`config.mk`:
```
export PLATFORM = sky130hd
export DESIGN_NAME = mspc_top
export DESIGN_NICKNAME = d
export VERILOG_FILES = /design/src/rtl/mspc_pkg.sv /design/src/rtl/mspc_pin_sync.sv /design/src/rtl/mspc_top.sv
export VERILOG_INCLUDE_DIRS = /design/src /design/src/rtl
export SDC_FILE = /design/constraint.sdc
export NUM_CORES = 1
export LEC_CHECK = 0
export BUFFER_PORTS_ARGS = -buffer_cell sky130_fd_sc_hd__buf_4
export CAP_MARGIN = 20
export CORE_MARGIN = 2
export CORE_UTILIZATION = 57
export DETAILED_ROUTE_END_ITERATION = 10
export PLACE_DENSITY = 0.74
export SLEW_MARGIN = 25
export SYNTH_ARGS = -nofsm -noshare
export SYNTH_HDL_FRONTEND = slang
export SYNTH_SLANG_ARGS = --single-unit
```
`constraint.sdc`:
```
create_clock -name I_CLK -period 4.9 [get_ports I_CLK]
set_clock_uncertainty 0.1 [all_clocks]
set_input_delay 0.49 -clock I_CLK [delete_from_list [all_inputs] [get_ports I_CLK]]
set_output_delay 0.49 -clock I_CLK [all_outputs]
set_load 0.1 [all_outputs]
```
`src/rtl/mspc_defines.svh`:
```
`ifndef MSPC_DEFINES_SVH
`define MSPC_DEFINES_SVH

// management bus address of this module (7-bit form)
`define MSPC_DEV_ADDR        7'h50

// register byte addresses on the management bus
`define MSPC_REG_STATUS      8'h02
`define MSPC_REG_FLAGS       8'h03
`define MSPC_REG_PWR_CTRL    8'h5d
`define MSPC_REG_OPTION      8'h5e
`define MSPC_REG_PCLASS      8'h81

// power class identifier field: position and value (above the low-power ceiling)
`define MSPC_PCLASS_LSB      6
`define MSPC_PCLASS_VAL      2'h3

// reset values of the user settings
`define MSPC_PWR_CTRL_RST    3'h0
`define MSPC_OPTION_RST      1'h0

// timing: figures in ns, counts in cycles of the 50 MHz clock
`define MSPC_CLK_PERIOD_NS   20
`define MSPC_T_RESET_MIN_NS  10000
`define MSPC_T_INIT_NS       2000000
`define MSPC_CNT_W           17
`define MSPC_RESET_MIN_CYC   ((`MSPC_T_RESET_MIN_NS + `MSPC_CLK_PERIOD_NS - 1) / `MSPC_CLK_PERIOD_NS)
`define MSPC_INIT_CYC        (`MSPC_T_INIT_NS / `MSPC_CLK_PERIOD_NS)

`endif

```
`src/rtl/mspc_pkg.sv`:
```
package mspc_pkg;

  // power mode decided from the pin and the control bits
  typedef enum logic [1:0] {
    MSPC_PM_LOW,
    MSPC_PM_LIMIT,
    MSPC_PM_HIGH
  } mspc_pmode_t;

  // power control byte, bit 2 down to bit 0
  typedef struct packed {
    logic class_en;
    logic pwr_set;
    logic override;
  } mspc_pwr_ctrl_t;

  // status bundle shown to the module's own datapath logic
  typedef struct packed {
    mspc_pmode_t pmode;
    logic        datapath_en;
    logic        init_pending;
    logic        reset_done;
  } mspc_status_t;

  // two-wire slave byte sequencer
  typedef enum logic [2:0] {
    MSPC_ST_IDLE,
    MSPC_ST_ADDR,
    MSPC_ST_ADDR_ACK,
    MSPC_ST_WR,
    MSPC_ST_WR_ACK,
    MSPC_ST_RD,
    MSPC_ST_RD_ACK
  } mspc_i2c_state_t;

endpackage

```
`src/rtl/mspc_pin_sync.sv`:
```
`timescale 1ns/10ps
`default_nettype none
// three-stage pin synchroniser; the level moves only when stages two and three agree
module mspc_pin_sync (
  // clock and reset
  input  wire logic i_clk,
  input  wire logic i_reset,
  // asynchronous pin in, filtered level out
  input  wire logic i_pin,
  output logic      o_level
);

  logic s1;        // metastability catcher, read only by s2
  logic s2;        // second stage
  logic s3;        // third stage
  logic lvl;       // accepted level
  logic next_lvl;  // next accepted level

  // accept a change once two settled stages agree
  always_comb begin
    next_lvl = (s2 == s3) ? s3 : lvl;
  end

  // all pins idle high through pull-ups, so reset to one
  always_ff @(posedge i_clk) begin
    if (i_reset) begin
      s1  <= 1'b1;
      s2  <= 1'b1;
      s3  <= 1'b1;
      lvl <= 1'b1;
    end else begin
      s1  <= i_pin;
      s2  <= s1;
      s3  <= s2;
      lvl <= next_lvl;
    end
  end

  assign o_level = lvl;

endmodule
`default_nettype wire

```
`src/rtl/mspc_top.sv`:
```
// Operation
// - selected module answers two-wire commands
// - deselected module never answers or acknowledges
// - long reset pulse restores all defaults
// - init interval starts at reset release
// - completion shown by interrupt, pending flag clear
// - power-up posts completion without reset pulse
// - pin without override, or override-plus-set, selects low power
// - class enable plus not-low selects high power
// - otherwise limit power mode
// - low power keeps management, datapath may stop
// - override and set bits reset to zero
// - class field reports above low-power ceiling
// - optional ignore of class enable, off
// - presence output grounded inside module
// - interrupt output low flags host condition
`timescale 1ns/10ps
`default_nettype none
`include "mspc_defines.svh"
module mspc_top #(
  parameter int INIT_CYCLES = `MSPC_INIT_CYC
) (
  // clock and reset
  input  wire logic           I_CLK,
  input  wire logic           I_RESET,
  // host control pins
  input  wire logic           I_MODULE_SELECT_N,
  input  wire logic           I_MODULE_RESET_N,
  input  wire logic           I_LOW_POWER_PIN,
  // two-wire management pins
  input  wire logic           I_SCL,
  output logic                O_SCL,
  output logic                O_SCL_OE,
  input  wire logic           I_SDA,
  output logic                O_SDA,
  output logic                O_SDA_OE,
  // host status pins
  output logic                O_MODULE_PRESENT_N,
  output logic                O_INTERRUPT_N,
  output logic                O_INTERRUPT_N_OE,
  // state towards the module datapath
  output mspc_pkg::mspc_status_t O_STATUS
);
  import mspc_pkg::*;

  localparam logic [`MSPC_CNT_W-1:0] INIT_CNT = INIT_CYCLES[`MSPC_CNT_W-1:0];
  localparam logic [`MSPC_CNT_W-1:0] RST_MIN  = `MSPC_CNT_W'(`MSPC_RESET_MIN_CYC);

  logic [4:0] pin_raw;   // raw pins to filter
  logic [4:0] pin_lvl;   // filtered levels
  logic       scl;       // filtered clock
  logic       sda;       // filtered data
  logic       sel_n;     // filtered select, low = selected
  logic       rst_lvl;   // filtered reset pin
  logic       lp_pin;    // filtered low-power pin

  assign pin_raw = {I_LOW_POWER_PIN, I_MODULE_RESET_N, I_MODULE_SELECT_N, I_SDA, I_SCL};

  // every host pin crosses into the clock domain the same way
  genvar g;
  generate
    for (g = 0; g < 5; g++) begin : g_sync
      mspc_pin_sync u_sync (
        .i_clk   (I_CLK),
        .i_reset (I_RESET),
        .i_pin   (pin_raw[g]),
        .o_level (pin_lvl[g])
      );
    end
  endgenerate

  assign scl     = pin_lvl[0];
  assign sda     = pin_lvl[1];
  assign sel_n   = pin_lvl[2];
  assign rst_lvl = pin_lvl[3];
  assign lp_pin  = pin_lvl[4];

  // ---------------- user settings and reset sequencing ----------------
  mspc_pwr_ctrl_t          pwr_ctrl, next_pwr_ctrl;           // power control byte
  logic                    ign_class, next_ign_class;         // ignore class enable option
  logic                    int_latch, next_int_latch;         // sticky reset-done flag
  logic                    init_pending, next_init_pending;   // data not ready
  logic [`MSPC_CNT_W-1:0]  low_cnt, next_low_cnt;             // cycles reset pin held low
  logic [`MSPC_CNT_W-1:0]  init_cnt, next_init_cnt;           // init countdown, 0 = idle
  logic                    armed, next_armed;                 // long reset seen, awaiting release
  mspc_pmode_t             pmode, next_pmode;                 // applied power mode
  logic                    dp_en, next_dp_en;                 // datapath allowed
  logic                    eff_lp;                            // low power request in force
  logic                    class_ok;                          // high power allowed
  logic                    long_rst;                          // reset pin low long enough

  // ---------------- two-wire slave ----------------
  mspc_i2c_state_t state, next_state;     // byte sequencer
  logic [7:0]      shift, next_shift;     // shift register
  logic [3:0]      bit_cnt, next_bit_cnt; // bits seen in this byte
  logic            rw, next_rw;           // read transfer
  logic            first, next_first;     // next written byte is the pointer
  logic            nack, next_nack;       // host refused further read data
  logic [7:0]      ptr, next_ptr;         // register pointer
  logic            sda_oe, next_sda_oe;   // pull data line low
  logic            scl_q, next_scl_q;     // previous clock level
  logic            sda_q, next_sda_q;     // previous data level
  logic            wr_en, next_wr_en;     // one-cycle register write
  logic [7:0]      wr_addr, next_wr_addr; // write address
  logic [7:0]      wr_data, next_wr_data; // write data
  logic            rd_en, next_rd_en;     // one-cycle register read
  logic [7:0]      rd_addr, next_rd_addr; // read address
  logic [7:0]      rd_val;                // byte at the pointer
  logic            start_c, stop_c;       // bus conditions
  logic            rise, fall;            // clock edges

  // register map seen by the host
  function automatic logic [7:0] read_byte(input logic [7:0] addr, input logic pend,
                                           input logic done, input mspc_pwr_ctrl_t pc,
                                           input logic opt);
    case (addr)
      `MSPC_REG_STATUS:   read_byte = {7'h00, pend};
      `MSPC_REG_FLAGS:    read_byte = {7'h00, done};
      `MSPC_REG_PWR_CTRL: read_byte = {5'h00, pc};
      `MSPC_REG_OPTION:   read_byte = {7'h00, opt};
      `MSPC_REG_PCLASS:   read_byte = {`MSPC_PCLASS_VAL, 6'h00};
      default:            read_byte = 8'h00;
    endcase
  endfunction

  assign rd_val  = read_byte(ptr, init_pending, int_latch, pwr_ctrl, ign_class);
  assign start_c = scl && scl_q && sda_q && !sda;
  assign stop_c  = scl && scl_q && !sda_q && sda;
  assign rise    = scl && !scl_q;
  assign fall    = !scl && scl_q;

  // byte sequencer; only one byte of lookahead, so reads see state at load time
  always_comb begin
    next_state   = state;
    next_shift   = shift;
    next_bit_cnt = bit_cnt;
    next_rw      = rw;
    next_first   = first;
    next_nack    = nack;
    next_ptr     = ptr;
    next_sda_oe  = sda_oe;
    next_scl_q   = scl;
    next_sda_q   = sda;
    next_wr_en   = 1'b0;
    next_wr_addr = wr_addr;
    next_wr_data = wr_data;
    next_rd_en   = 1'b0;
    next_rd_addr = rd_addr;
    if (sel_n) begin
      // deselected: drop any transfer and leave the line alone
      next_state  = MSPC_ST_IDLE;
      next_sda_oe = 1'b0;
    end else if (start_c) begin
      next_state   = MSPC_ST_ADDR;
      next_bit_cnt = 4'h0;
      next_sda_oe  = 1'b0;
    end else if (stop_c) begin
      next_state  = MSPC_ST_IDLE;
      next_sda_oe = 1'b0;
    end else begin
      case (state)
        MSPC_ST_IDLE: begin
          next_sda_oe = 1'b0;
        end
        MSPC_ST_ADDR: begin
          if (rise) begin
            next_shift   = {shift[6:0], sda};
            next_bit_cnt = bit_cnt + 4'h1;
          end else if (fall && bit_cnt == 4'h8) begin
            if (shift[7:1] == `MSPC_DEV_ADDR) begin
              // our address: acknowledge
              next_state  = MSPC_ST_ADDR_ACK;
              next_rw     = shift[0];
              next_sda_oe = 1'b1;
            end else begin
              next_state = MSPC_ST_IDLE;
            end
          end
        end
        MSPC_ST_ADDR_ACK, MSPC_ST_RD_ACK: begin
          if (rise && state == MSPC_ST_RD_ACK) begin
            next_nack = sda;
          end else if (fall) begin
            next_bit_cnt = 4'h0;
            if (state == MSPC_ST_ADDR_ACK && !rw) begin
              // write transfer: pointer byte comes first
              next_state  = MSPC_ST_WR;
              next_sda_oe = 1'b0;
              next_first  = 1'b1;
            end else if (state == MSPC_ST_RD_ACK && nack) begin
              next_state  = MSPC_ST_IDLE;
              next_sda_oe = 1'b0;
            end else begin
              // load the next read byte and drive its top bit
              next_state   = MSPC_ST_RD;
              next_shift   = rd_val;
              next_sda_oe  = !rd_val[7];
              next_rd_en   = 1'b1;
              next_rd_addr = ptr;
              next_ptr     = ptr + 8'h01;
            end
          end
        end
        MSPC_ST_WR: begin
          if (rise) begin
            next_shift   = {shift[6:0], sda};
            next_bit_cnt = bit_cnt + 4'h1;
          end else if (fall && bit_cnt == 4'h8) begin
            next_state  = MSPC_ST_WR_ACK;
            next_sda_oe = 1'b1;
            if (first) begin
              next_ptr   = shift;
              next_first = 1'b0;
            end else begin
              next_wr_en   = 1'b1;
              next_wr_addr = ptr;
              next_wr_data = shift;
              next_ptr     = ptr + 8'h01;
            end
          end
        end
        MSPC_ST_WR_ACK: begin
          if (fall) begin
            next_state   = MSPC_ST_WR;
            next_sda_oe  = 1'b0;
            next_bit_cnt = 4'h0;
          end
        end
        MSPC_ST_RD: begin
          if (rise) begin
            next_bit_cnt = bit_cnt + 4'h1;
          end else if (fall) begin
            if (bit_cnt == 4'h8) begin
              // release for the host acknowledge
              next_state  = MSPC_ST_RD_ACK;
              next_sda_oe = 1'b0;
            end else begin
              next_shift  = {shift[6:0], 1'b0};
              next_sda_oe = !shift[6];
            end
          end
        end
        default: begin
          next_state  = MSPC_ST_IDLE;
          next_sda_oe = 1'b0;
        end
      endcase
    end
  end

  // two-wire slave registers
  always_ff @(posedge I_CLK) begin
    if (I_RESET) begin
      state   <= MSPC_ST_IDLE;
      shift   <= 8'h00;
      bit_cnt <= 4'h0;
      rw      <= 1'b0;
      first   <= 1'b0;
      nack    <= 1'b0;
      ptr     <= 8'h00;
      sda_oe  <= 1'b0;
      scl_q   <= 1'b1;
      sda_q   <= 1'b1;
      wr_en   <= 1'b0;
      wr_addr <= 8'h00;
      wr_data <= 8'h00;
      rd_en   <= 1'b0;
      rd_addr <= 8'h00;
    end else begin
      state   <= next_state;
      shift   <= next_shift;
      bit_cnt <= next_bit_cnt;
      rw      <= next_rw;
      first   <= next_first;
      nack    <= next_nack;
      ptr     <= next_ptr;
      sda_oe  <= next_sda_oe;
      scl_q   <= next_scl_q;
      sda_q   <= next_sda_q;
      wr_en   <= next_wr_en;
      wr_addr <= next_wr_addr;
      wr_data <= next_wr_data;
      rd_en   <= next_rd_en;
      rd_addr <= next_rd_addr;
    end
  end

  // power decision is pure combinational so any input change applies next cycle
  assign class_ok = pwr_ctrl.class_en | ign_class;
  assign eff_lp   = pwr_ctrl.override ? pwr_ctrl.pwr_set : lp_pin;
  assign long_rst = !rst_lvl && (low_cnt == RST_MIN);

  // settings, reset sequencing and power mode
  always_comb begin
    next_pwr_ctrl     = pwr_ctrl;
    next_ign_class    = ign_class;
    next_int_latch    = int_latch;
    next_init_pending = init_pending;
    next_low_cnt      = low_cnt;
    next_init_cnt     = init_cnt;
    next_armed        = armed;
    next_pmode        = eff_lp ? MSPC_PM_LOW : (class_ok ? MSPC_PM_HIGH : MSPC_PM_LIMIT);
    next_dp_en        = !eff_lp;
    // host writes
    if (wr_en && wr_addr == `MSPC_REG_PWR_CTRL) begin
      next_pwr_ctrl = mspc_pwr_ctrl_t'(wr_data[2:0]);
    end
    if (wr_en && wr_addr == `MSPC_REG_OPTION) begin
      next_ign_class = wr_data[0];
    end
    // reading the flag byte tells the host the cause and clears it
    if (rd_en && rd_addr == `MSPC_REG_FLAGS) begin
      next_int_latch = 1'b0;
    end
    // init countdown; completion sets the flag after the flag-read clear, so set wins over a read
    if (init_cnt != '0) begin
      next_init_cnt = init_cnt - `MSPC_CNT_W'(1);
      if (init_cnt == `MSPC_CNT_W'(1)) begin
        next_init_pending = 1'b0;
        next_int_latch    = 1'b1;
      end
    end
    // reset pin: short glitches are ignored, a long pulse restores defaults
    if (!rst_lvl) begin
      if (low_cnt != RST_MIN) begin
        next_low_cnt = low_cnt + `MSPC_CNT_W'(1);
      end
      if (long_rst || armed) begin
        next_armed        = 1'b1;
        next_pwr_ctrl     = mspc_pwr_ctrl_t'(`MSPC_PWR_CTRL_RST);
        next_ign_class    = `MSPC_OPTION_RST;
        next_int_latch    = 1'b0;
        next_init_pending = 1'b1;
        next_init_cnt     = '0;
      end
    end else begin
      next_low_cnt = '0;
      if (armed) begin
        next_armed    = 1'b0;
        next_init_cnt = INIT_CNT;
      end
    end
  end

  // power-up starts the init countdown on its own
  always_ff @(posedge I_CLK) begin
    if (I_RESET) begin
      pwr_ctrl     <= mspc_pwr_ctrl_t'(`MSPC_PWR_CTRL_RST);
      ign_class    <= `MSPC_OPTION_RST;
      int_latch    <= 1'b0;
      init_pending <= 1'b1;
      low_cnt      <= '0;
      init_cnt     <= INIT_CNT;
      armed        <= 1'b0;
      pmode        <= MSPC_PM_LOW;
      dp_en        <= 1'b0;
    end else begin
      pwr_ctrl     <= next_pwr_ctrl;
      ign_class    <= next_ign_class;
      int_latch    <= next_int_latch;
      init_pending <= next_init_pending;
      low_cnt      <= next_low_cnt;
      init_cnt     <= next_init_cnt;
      armed        <= next_armed;
      pmode        <= next_pmode;
      dp_en        <= next_dp_en;
    end
  end

  // pins: open-drain lines only ever pull low
  assign O_SCL              = 1'b0;
  assign O_SCL_OE           = 1'b0;
  assign O_SDA              = 1'b0;
  assign O_SDA_OE           = sda_oe;
  assign O_MODULE_PRESENT_N = 1'b0;
  assign O_INTERRUPT_N      = 1'b0;
  assign O_INTERRUPT_N_OE   = int_latch;
  assign O_STATUS           = '{pmode: pmode, datapath_en: dp_en,
                                init_pending: init_pending, reset_done: int_latch};
endmodule
`default_nettype wire

```
After elaboration in Yosys (flattened, before gate mapping)
Index checks and enable logic that the tools add are counted.
W data, S select, Z words.
{"block": "word_totals", "regBits": 114, "output_inout_bits": 12, "word_cells": 252}
{"block": "op_classes", "addsub": 4, "n_eq_ne": 54, "muxes": 83, "bitwise_logic": 14, "reduce_logical": 50}
{"op": "$mux W8", "n": 15}
{"op": "$mux W17", "n": 4}
{"op": "$mux W3", "n": 15}
{"op": "$ne A4 B4 Y1 const B", "n": 10}
{"op": "$pmux W8 S5", "n": 1}
{"op": "$mux W1", "n": 35}
{"op": "$eq A8 B7 Y1 const B", "n": 4}
{"op": "$ne A2 B2 Y1 const B", "n": 16}
{"op": "$eq A8 B2 Y1 const B", "n": 3}
{"op": "$pmux W8 S3", "n": 1}
{"op": "$reduce_and A11 Y1", "n": 2}
{"op": "$mux W4", "n": 5}
{"op": "$reduce_and A10 Y1", "n": 2}
{"op": "$pmux W3 S6", "n": 1}
{"op": "$add A17 B1 Y17 const B", "n": 1}
{"op": "$eq A17 B1 Y1 const B", "n": 1}
{"op": "$eq A17 B9 Y1 const B", "n": 1}
{"op": "$ne A17 B9 Y1 const B", "n": 1}
{"op": "$reduce_bool A17 Y1", "n": 1}
{"op": "$sub A17 B1 Y17 const B", "n": 1}
{"op": "$pmux W8 S2", "n": 1}
{"op": "$logic_and A1 B1 Y1", "n": 15}
{"op": "$reduce_and A7 Y1", "n": 2}
{"op": "$not A1 Y1", "n": 13}
{"op": "32 further kinds", "n": 54}

Logic depth before layout (Yosys ltp)
Gate-level depths: netlist (run 1).
{"block": "depth", "ltp_word": 9, "ltp_mapped": 8, "depth_no_buf": 7}

Cells and area by module
A second synthesis (run 1) with hierarchy kept.
{"block": "hier_totals", "cells_unflattened": 615, "hier_area_um2": 5302.6}
{"module": "mspc_top", "instances": 1, "cells_each": 565, "area_per_inst_um2": 4727.0, "seq_area_each_um2": 1881.8}
{"module": "mspc_pin_sync", "instances": 5, "cells_each": 10, "area_per_inst_um2": 115.1, "seq_area_each_um2": 80.1}

Worst setup path after synthesis (run 1)
No wires, ideal clock.
{"block": "synth_path", "path_kind": "register to register", "start": "register init_cnt[0]", "end": "register init_cnt[9]", "t_arrival_ns": 1.834, "t_required_ns": 4.668, "path_slack_ns": 2.834, "path_stages_with_launch": 8, "n_path_buf": 0, "period_less_slack_ns": 2.066, "cell_sequence": "dfxtp_1 -> inv_1 -> ha_1 -> or3b_2 -> or3_1 -> o21ai_2 -> o311a_1 -> nor3_1"}
{"block": "synth_via", "elab_chain_cells": 4, "word_cells_on_any_way": 6}
{"item": "start: declaration", "line": "mspc_top.sv:84", "rtl": "logic [`MSPC_CNT_W-1:0] init_cnt, next_init_cnt;"}
{"item": "start signal: assignment", "line": "mspc_top.sv:363", "rtl": "init_cnt <= next_init_cnt;"}
{"item": "$sub A17 B1 Y17 or $reduce_bool A17 Y1 (tied branches)", "line": "mspc_top.sv:317, mspc_top.sv:316"}
{"item": "$mux W17 (*)", "line": "mspc_top.sv:316", "rtl": "if (init_cnt != '0) begin"}
{"item": "$mux W17 (on tied branches)", "line": "mspc_top.sv:328, mspc_top.sv:338"}
{"item": "$mux W17 (*)", "line": "mspc_top.sv:324", "rtl": "if (!rst_lvl) begin"}
Mark *: on every way between the ends. The rest lies on a longest branch, timed or not.
A chain may end at the register's enable or synchronous reset.

Worst setup path in the final report (run 1)
{"block": "layout_path", "start": "register state[0]", "end": "register bit_cnt[3]"}
{"block": "layout_via", "elab_chain_cells": 5, "word_cells_on_any_way": 16}
{"item": "start: declaration", "line": "mspc_top.sv:93", "rtl": "mspc_i2c_state_t state, next_state;"}
{"item": "start signal: assignment", "line": "mspc_top.sv:270", "rtl": "state <= next_state;"}
{"item": "$eq A3 B3 Y1, or another cell as far along", "line": "mspc_top.sv:161", "rtl": "case (state)"}
{"item": "$reduce_or A3 Y1 (no line) or $reduce_or A2 Y1 (tied branches)"}
{"item": "$pmux W4 S3", "line": "mspc_top.sv:161"}
{"item": "$mux W4", "line": "mspc_top.sv:157", "rtl": "end else if (stop_c) begin"}
{"item": "$mux W4", "line": "mspc_top.sv:153", "rtl": "end else if (start_c) begin"}
{"item": "end signal: assignment", "line": "mspc_top.sv:272", "rtl": "bit_cnt <= next_bit_cnt;"}
{"item": "end: declaration", "line": "mspc_top.sv:95", "rtl": "logic [3:0] bit_cnt, next_bit_cnt;"}
Several ways; a longest one is shown, not always the timed one. The select of a mux whose other input is x is not followed.

==> impl_metrics.py, run 1 <==
metrics = {
    "run_status": {
        "status": "finished clean",
    },
    "clocking": {
        "numCtsBuffers": 17,
        "post_cts_buffers": 0,
        "ctsHoldBuffers": 0,
        "path_clk_slew_ps": 60,
        "clk_path_buf_depth": 2,
        "cts_tree": "done",
        "clock_sinks": 114,
        "cts_root_buffer": "clkbuf_8",
        "clock_latency_ps": 510,
        "cts_resized": 0,
        "htreeDepth": 4,
    },
    "grt": {
        "grt.total_usage_pct": 23.6,
        "grt_overflow": 0,
        "antenna_found_initial": 0,
        "grt_first_pass_wirelength_mm": 19.1,
        "grt_start_max_net_pins": 68,
        "grt_pass1_vias": 4097,
    },
    "worst_setup_path": {
        "worstPathMaxFanout": 22,
        "required_ps": 5240,
        "r2r-start": "state[0]",
        "r2r.worst_path.cells": 4,
        "criticalPathCategory": "flop to flop",
        "crit_arrival_ps": 3210,
        "startpoint_type": "flop",
        "worstReg2RegEnd": "bit_cnt[3]",
        "r2r_setup_slack_ps": 2030,
        "cp-end-kind": "flop",
    },
    "floorplanning": {
        "rows": 34,
        "die_h_microns": 99.8,
        "start_util_pct": 59.4,
        "die_w_microns": 99.8,
        "io_pins": 19,
        "core_sq_um": 8810,
        "die_area_sq_um": 9970,
    },
    "timing": {
        "tightest_slew_ps": 813,
        "slew_headroom_pct": 45.7,
        "period_needed_ps": 2870,
        "max_freq_mhz": 348,
        "finalSetupTns_ps": 0,
        "setup_violations": 0,
        "finalHoldViolCount": 0,
        "holdWs_ps": 57.9,
        "rsz0062_at_grt": "no",
        "fin_crit_sh_pct": 58.6,
        "final_max_slew_viol_count": 0,
    },
    "final_layout": {
        "diodes": 0,
        "final_nets": 625,
        "area.growth.synth_to_final_pct": 12.9,
        "regArea_sq_um": 2280,
        "layout_common_cells": "114 x dfxtp_1, 84 x nor2_1, 39 x a21oi_1, 36 x nand2_1, 29 x mux2i_1",
        "multi_input_area_sq_um": 2720,
        "layout-drive-gt1-share_pct": 11.9,
        "fillCellCount": 707,
        "layout_commonest_cell": "dfxtp_1",
    },
    "route": {
        "avgRoutedWirePerCell_microns": 15.0,
        "drc_errors": 0,
        "vias": 4293,
        "drt_wl_total_mm": 10.9,
        "dr.pass1.iters": 5,
        "vias_per_cell": 5.89,
        "drtIter0Drc": 200,
        "ant_nets": 0,
    },
    "logic_synthesis": {
        "synth_mux_area_share_pct": 5.55,
        "yosys.area.top_type": "dfxtp_1",
        "synth-compound-area-share_pct": 14.7,
        "async_reset_ff_share_pct": 0,
        "synthCells": 609,
        "ys_warn_count": 0,
        "yosys.area_share.simple_pct": 25.3,
        "synth-xor-area-share_pct": 3.68,
        "synthTopCellsByArea": "dfxtp_1 44%, nor2_1 6.0%, mux2i_1 5.5%",
        "synth_top_family_by_area": "simple AND/OR/NAND/NOR gates",
        "synth_top_flop_cell": "dfxtp_1",
        "syn_area_per_cell_sq_um": 8.59,
        "ys_ff_latch": 114,
        "ys_seq_area_share_pct": 43.6,
        "synth_enable_flop_cells": 0,
        "synth_area_sq_um": 5230,
        "netlist.area_leader.share_pct": 43.6,
        "synth_fa_ha_area_share_pct": 2.39,
        "synth_cell_types": 60,
    },
    "worst_hold_path": {
        "min_path_cells": 2,
        "hold_path.startpoint": "I_LOW_POWER_PIN",
        "hold_end": "g_sync[4].u_sync.s1",
        "min_path_type": "primary input to flop",
    },
    "power_and_ir_drop": {
        "ir_drop_uv": 253,
        "leakage_nw": 2.20,
        "powerDensity_nw_per_um2": 384,
    },
    "job": {
        "cap_violations": 0,
    },
    "placed_design": {
        "dp_hpwl_mm": 7.14,
        "io_buffers": 13,
        "place.gp.congestion": 0.886,
    },
}
[metrics by stage]
step                      worst slack (ps)  utilization [%]  instance area (sq um)  power, W  instances
after floorplan                       2830                -                   5250   0.00104        613
after global placement                1980             60.3                   5310   0.00105        697
after detailed placement              1840             60.3                   5310   0.00106        697
after CTS                             1710             67.1                   5910   0.00229        729
after global routing                  1850             67.1                   5910   0.00234        729
final                                 2030             67.1                   5910   0.00227        729
[cell type report]
class | count | share of cell area [%]
Clock inverter | 13 | 2.71
Multi-Input combinational cell | 444 | 46.0
Inverter | 17 | 1.08
Tap cell | 108 | 2.29
Clock buffer | 19 | 7.48
Sequential cell | 114 | 38.6
Timing Repair Buffer | 14 | 1.78
[cells by family after synthesis]
logic type / after synthesis
flops: 114
other cells: 1
xor+xnor: 22
compound gates: 120
simple gates: 258
buf+inv: 55
fa+ha+maj: 10
mux: 29
[worst max-delay path: stages (launching register included)]
cell	delay, ps
dfxtp_1	740
a21boi_1	750
o221ai_1	450
or4_1	600
a21oi_1	160
[sequential cells by signal, indices dropped and copies added, names as in the netlist, 2 cells and up]
| signal | flops |
|---|---|
| g_sync.u_sync.o_level | 5 |
| rd_addr | 8 |
| wr_addr | 8 |
| init_cnt | 17 |
| wr_data | 3 |
| g_sync.u_sync.s1 | 5 |
| pmode | 2 |
| bit_cnt | 4 |
| shift | 8 |
| pwr_ctrl | 3 |
| ptr | 8 |
| g_sync.u_sync.s3 | 5 |
| g_sync.u_sync.s2 | 5 |
| low_cnt | 17 |
| state | 3 |
[Yosys cell counts, drive strengths merged, types with 8 or more instances]
cell / instances
nand2: 36
xnor2: 13
nor3: 11
buf: 16
inv: 17
nor4: 11
xor2: 9
nand2b: 12
clkbuf: 22
a31oi: 8
or2: 22
nand3: 24
ha: 10
mux2i: 29
or3: 11
o21ai: 23
dfxtp: 114
a21oi: 39
nor2: 84
a211oi: 9
[power by group]
group | total [W] | switching [W] | internal [W]
logic | 0.0000823 | 0.0000556 | 0.0000267
registers | 0.000955 | 0.0000123 | 0.000942
clock network | 0.00123 | 0.000436 | 0.000798
total | 0.00227 | 0.000504 | 0.00177
[how the worst max path moves through the flow]
stage                  end        start  slack [ps]
6_report        bit_cnt[3]     state[0]        2030
5_1_grt         bit_cnt[3]     state[0]        1850
4_1_cts         bit_cnt[3]     state[0]        1710
3_5_place_dp    bit_cnt[3]     state[0]        1840
3_3_place_gp    bit_cnt[3]     state[0]        1980
2_1_floorplan  init_cnt[9]  init_cnt[0]        2830
[layer usage]
layer	up-vias	part of all wire, %	global-route usage (%)
met5	-	0	0
met4	0	1.3	8.75
met3	21	4.7	6.48
met2	126	47	38.4
met1	1991	47	30.3
li1	2155	-	-
No activity file was read; power rests on OpenSTA's default activity.
==> run 2, diff against run 1 <==
clock period = 2.75 ns   (was 4.9 ns; I/O delays follow)
==> run 2 against run 1 <==
Effect of this change: clock power is 65% higher; wire length is 2.8% higher; first-iteration DRC count is 14% lower; sequential share of layout area is 0.21 points lower; worst setup slack worse by 1700 ps; sequential cell count stayed put; final cell count is 1.1% higher; count of clock-buffer cells in the layout is 3 higher; register-to-register slack worse by 1700 ps.
==> impl_metrics.py, run 2 (synthesis gave the netlist of run 1 again) <==
metrics = {
    "timing": {
        "tightest_slew_ps": 699,
        "max_freq_mhz": 412,
        "finalHoldViolCount": 0,
        "slew_headroom_pct": 52.8,
        "finalSetupTns_ps": 0,
        "fin_crit_sh_pct": 88.3,
        "setup_violations": 0,
        "period_needed_ps": 2430,
        "holdWs_ps": 161,
        "rsz0062_at_grt": "no",
        "final_max_slew_viol_count": 0,
    },
    "clocking": {
        "post_cts_buffers": 0,
        "cts_resized": 0,
        "cts_tree": "done",
        "htreeDepth": 4,
        "ctsHoldBuffers": 5,
        "clock_sinks": 114,
        "path_clk_slew_ps": 60,
        "clk_path_buf_depth": 2,
        "cts_root_buffer": "clkbuf_8",
        "numCtsBuffers": 17,
        "clock_latency_ps": 520,
    },
    "grt": {
        "grt_pass1_vias": 4202,
        "grt_overflow": 0,
        "grt.total_usage_pct": 23.9,
        "grt_first_pass_wirelength_mm": 19.2,
        "grt_start_max_net_pins": 68,
        "antenna_found_initial": 0,
    },
    "floorplanning": {
        "io_pins": 19,
        "core_sq_um": 8810,
        "start_util_pct": 59.4,
        "rows": 34,
        "die_h_microns": 99.8,
        "die_w_microns": 99.8,
        "die_area_sq_um": 9970,
    },
    "placed_design": {
        "io_buffers": 13,
        "place.gp.congestion": 0.883,
        "dp_hpwl_mm": 7.16,
    },
    "job": {
        "cap_violations": 0,
    },
    "final_layout": {
        "layout-drive-gt1-share_pct": 12.1,
        "reg_top3": "init_cnt (17), low_cnt (17)",
        "layout_commonest_cell": "dfxtp_1",
        "final_nets": 634,
        "diodes": 0,
        "area.growth.synth_to_final_pct": 13.5,
        "layout_common_cells": "114 x dfxtp_1, 84 x nor2_1, 39 x a21oi_1, 36 x nand2_1, 29 x mux2i_1",
    },
    "worst_setup_path": {
        "crit_arrival_ps": 2710,
        "r2r.worst_path.cells": 5,
        "worstReg2RegEnd": "rd_addr[7]",
        "r2r-start": "state[2]",
        "r2r_setup_slack_ps": 320,
        "required_ps": 3040,
        "criticalPathCategory": "flop to flop",
        "worstPathMaxFanout": 16,
        "cp-end-kind": "flop",
        "startpoint_type": "flop",
    },
    "route": {
        "drtIter0Drc": 173,
        "ant_nets": 0,
        "drc_errors": 0,
        "vias": 4398,
        "drt_wl_total_mm": 11.3,
        "avgRoutedWirePerCell_microns": 15.3,
        "dr.pass1.iters": 7,
        "vias_per_cell": 5.97,
    },
    "power_and_ir_drop": {
        "switchingPower_w": 0.000869,
        "clkPwrFrac_pct": 52.3,
        "power_frac_seq_pct": 43.8,
        "ir_drop_uv": 453,
        "p_sw_share_pct": 22.4,
        "comb_power_share_pct": 3.9,
        "powerDensity_nw_per_um2": 653,
        "leakage_nw": 2.23,
        "p_int_w": 0.00301,
    },
    "worst_hold_path": {
        "hold_path.startpoint": "I_RESET",
        "min_path_type": "primary input to flop",
        "hold_end": "wr_addr[0]",
        "min_path_cells": 2,
    },
    "run_status": {
        "status": "finished clean",
    },
}
-- run 2: critical path, cell delays in order, from the launching register on --
cell and delay, ps:
dfxtp_1 580, nor2_1 70, o21ai_0 510, nand4_1 620, mux2i_1 350, nor2_1 60
-- run 2: through the flow --
| stage | instance area (sq um) | utilization [%] | setup WS (ps) | std cells | total power, W |
|---|---|---|---|---|---|
| 4_1_cts | 5940 | 67.5 | 359 | 737 | 0.00390 |
| 5_1_grt | 5940 | 67.5 | 143 | 737 | 0.00401 |
| 3_5_place_dp | 5340 | 60.6 | 374 | 701 | 0.00188 |
| 2_1_floorplan | 5250 | - | 684 | 613 | 0.00185 |
| 6_report | 5940 | 67.5 | 321 | 737 | 0.00388 |
| 3_3_place_gp | 5340 | 60.6 | 526 | 701 | 0.00187 |
-- run 2: cell type report --
class / count / area [sq um]
clock buffer: 22 / 473
fill: 700 / 2870
sequential: 114 / 2280
tap: 108 / 135
clock inverter: 9 / 81.3
timing repair buffer: 23 / 185
multi-input combinational: 444 / 2720
inverter: 17 / 63.8
-- run 2: how the worst max path moves through the flow --
stage                            from           end  slack [ps]
after floorplan           init_cnt[0]   init_cnt[9]         680
after global placement    init_cnt[0]  init_cnt[10]         530
after detailed placement     state[2]    rd_addr[3]         370
after CTS                    state[2]    rd_addr[3]         360
after global routing         state[2]    rd_addr[7]         140
final                        state[2]    rd_addr[7]         320
-- run 2: per-layer routing --
metal	global-route usage, %	wire length (microns)	vias up
met5	0	0	-
met4	9.59	145	0
met3	5.92	578	18
met2	40.6	5440	131
met1	29.2	5090	2092
li1	-	-	2157
-- run 2: power groups by stage --
stage / clock (W) / sequential [W] / combinational (W)
final: 0.00203 / 0.00170 / 0.000152
after global routing: 0.00214 / 0.00170 / 0.000167
after CTS: 0.00205 / 0.00170 / 0.000151
after detailed placement: 0 / 0.00174 / 0.000145
after global placement: 0 / 0.00173 / 0.000141
after floorplan: 0 / 0.00173 / 0.000124
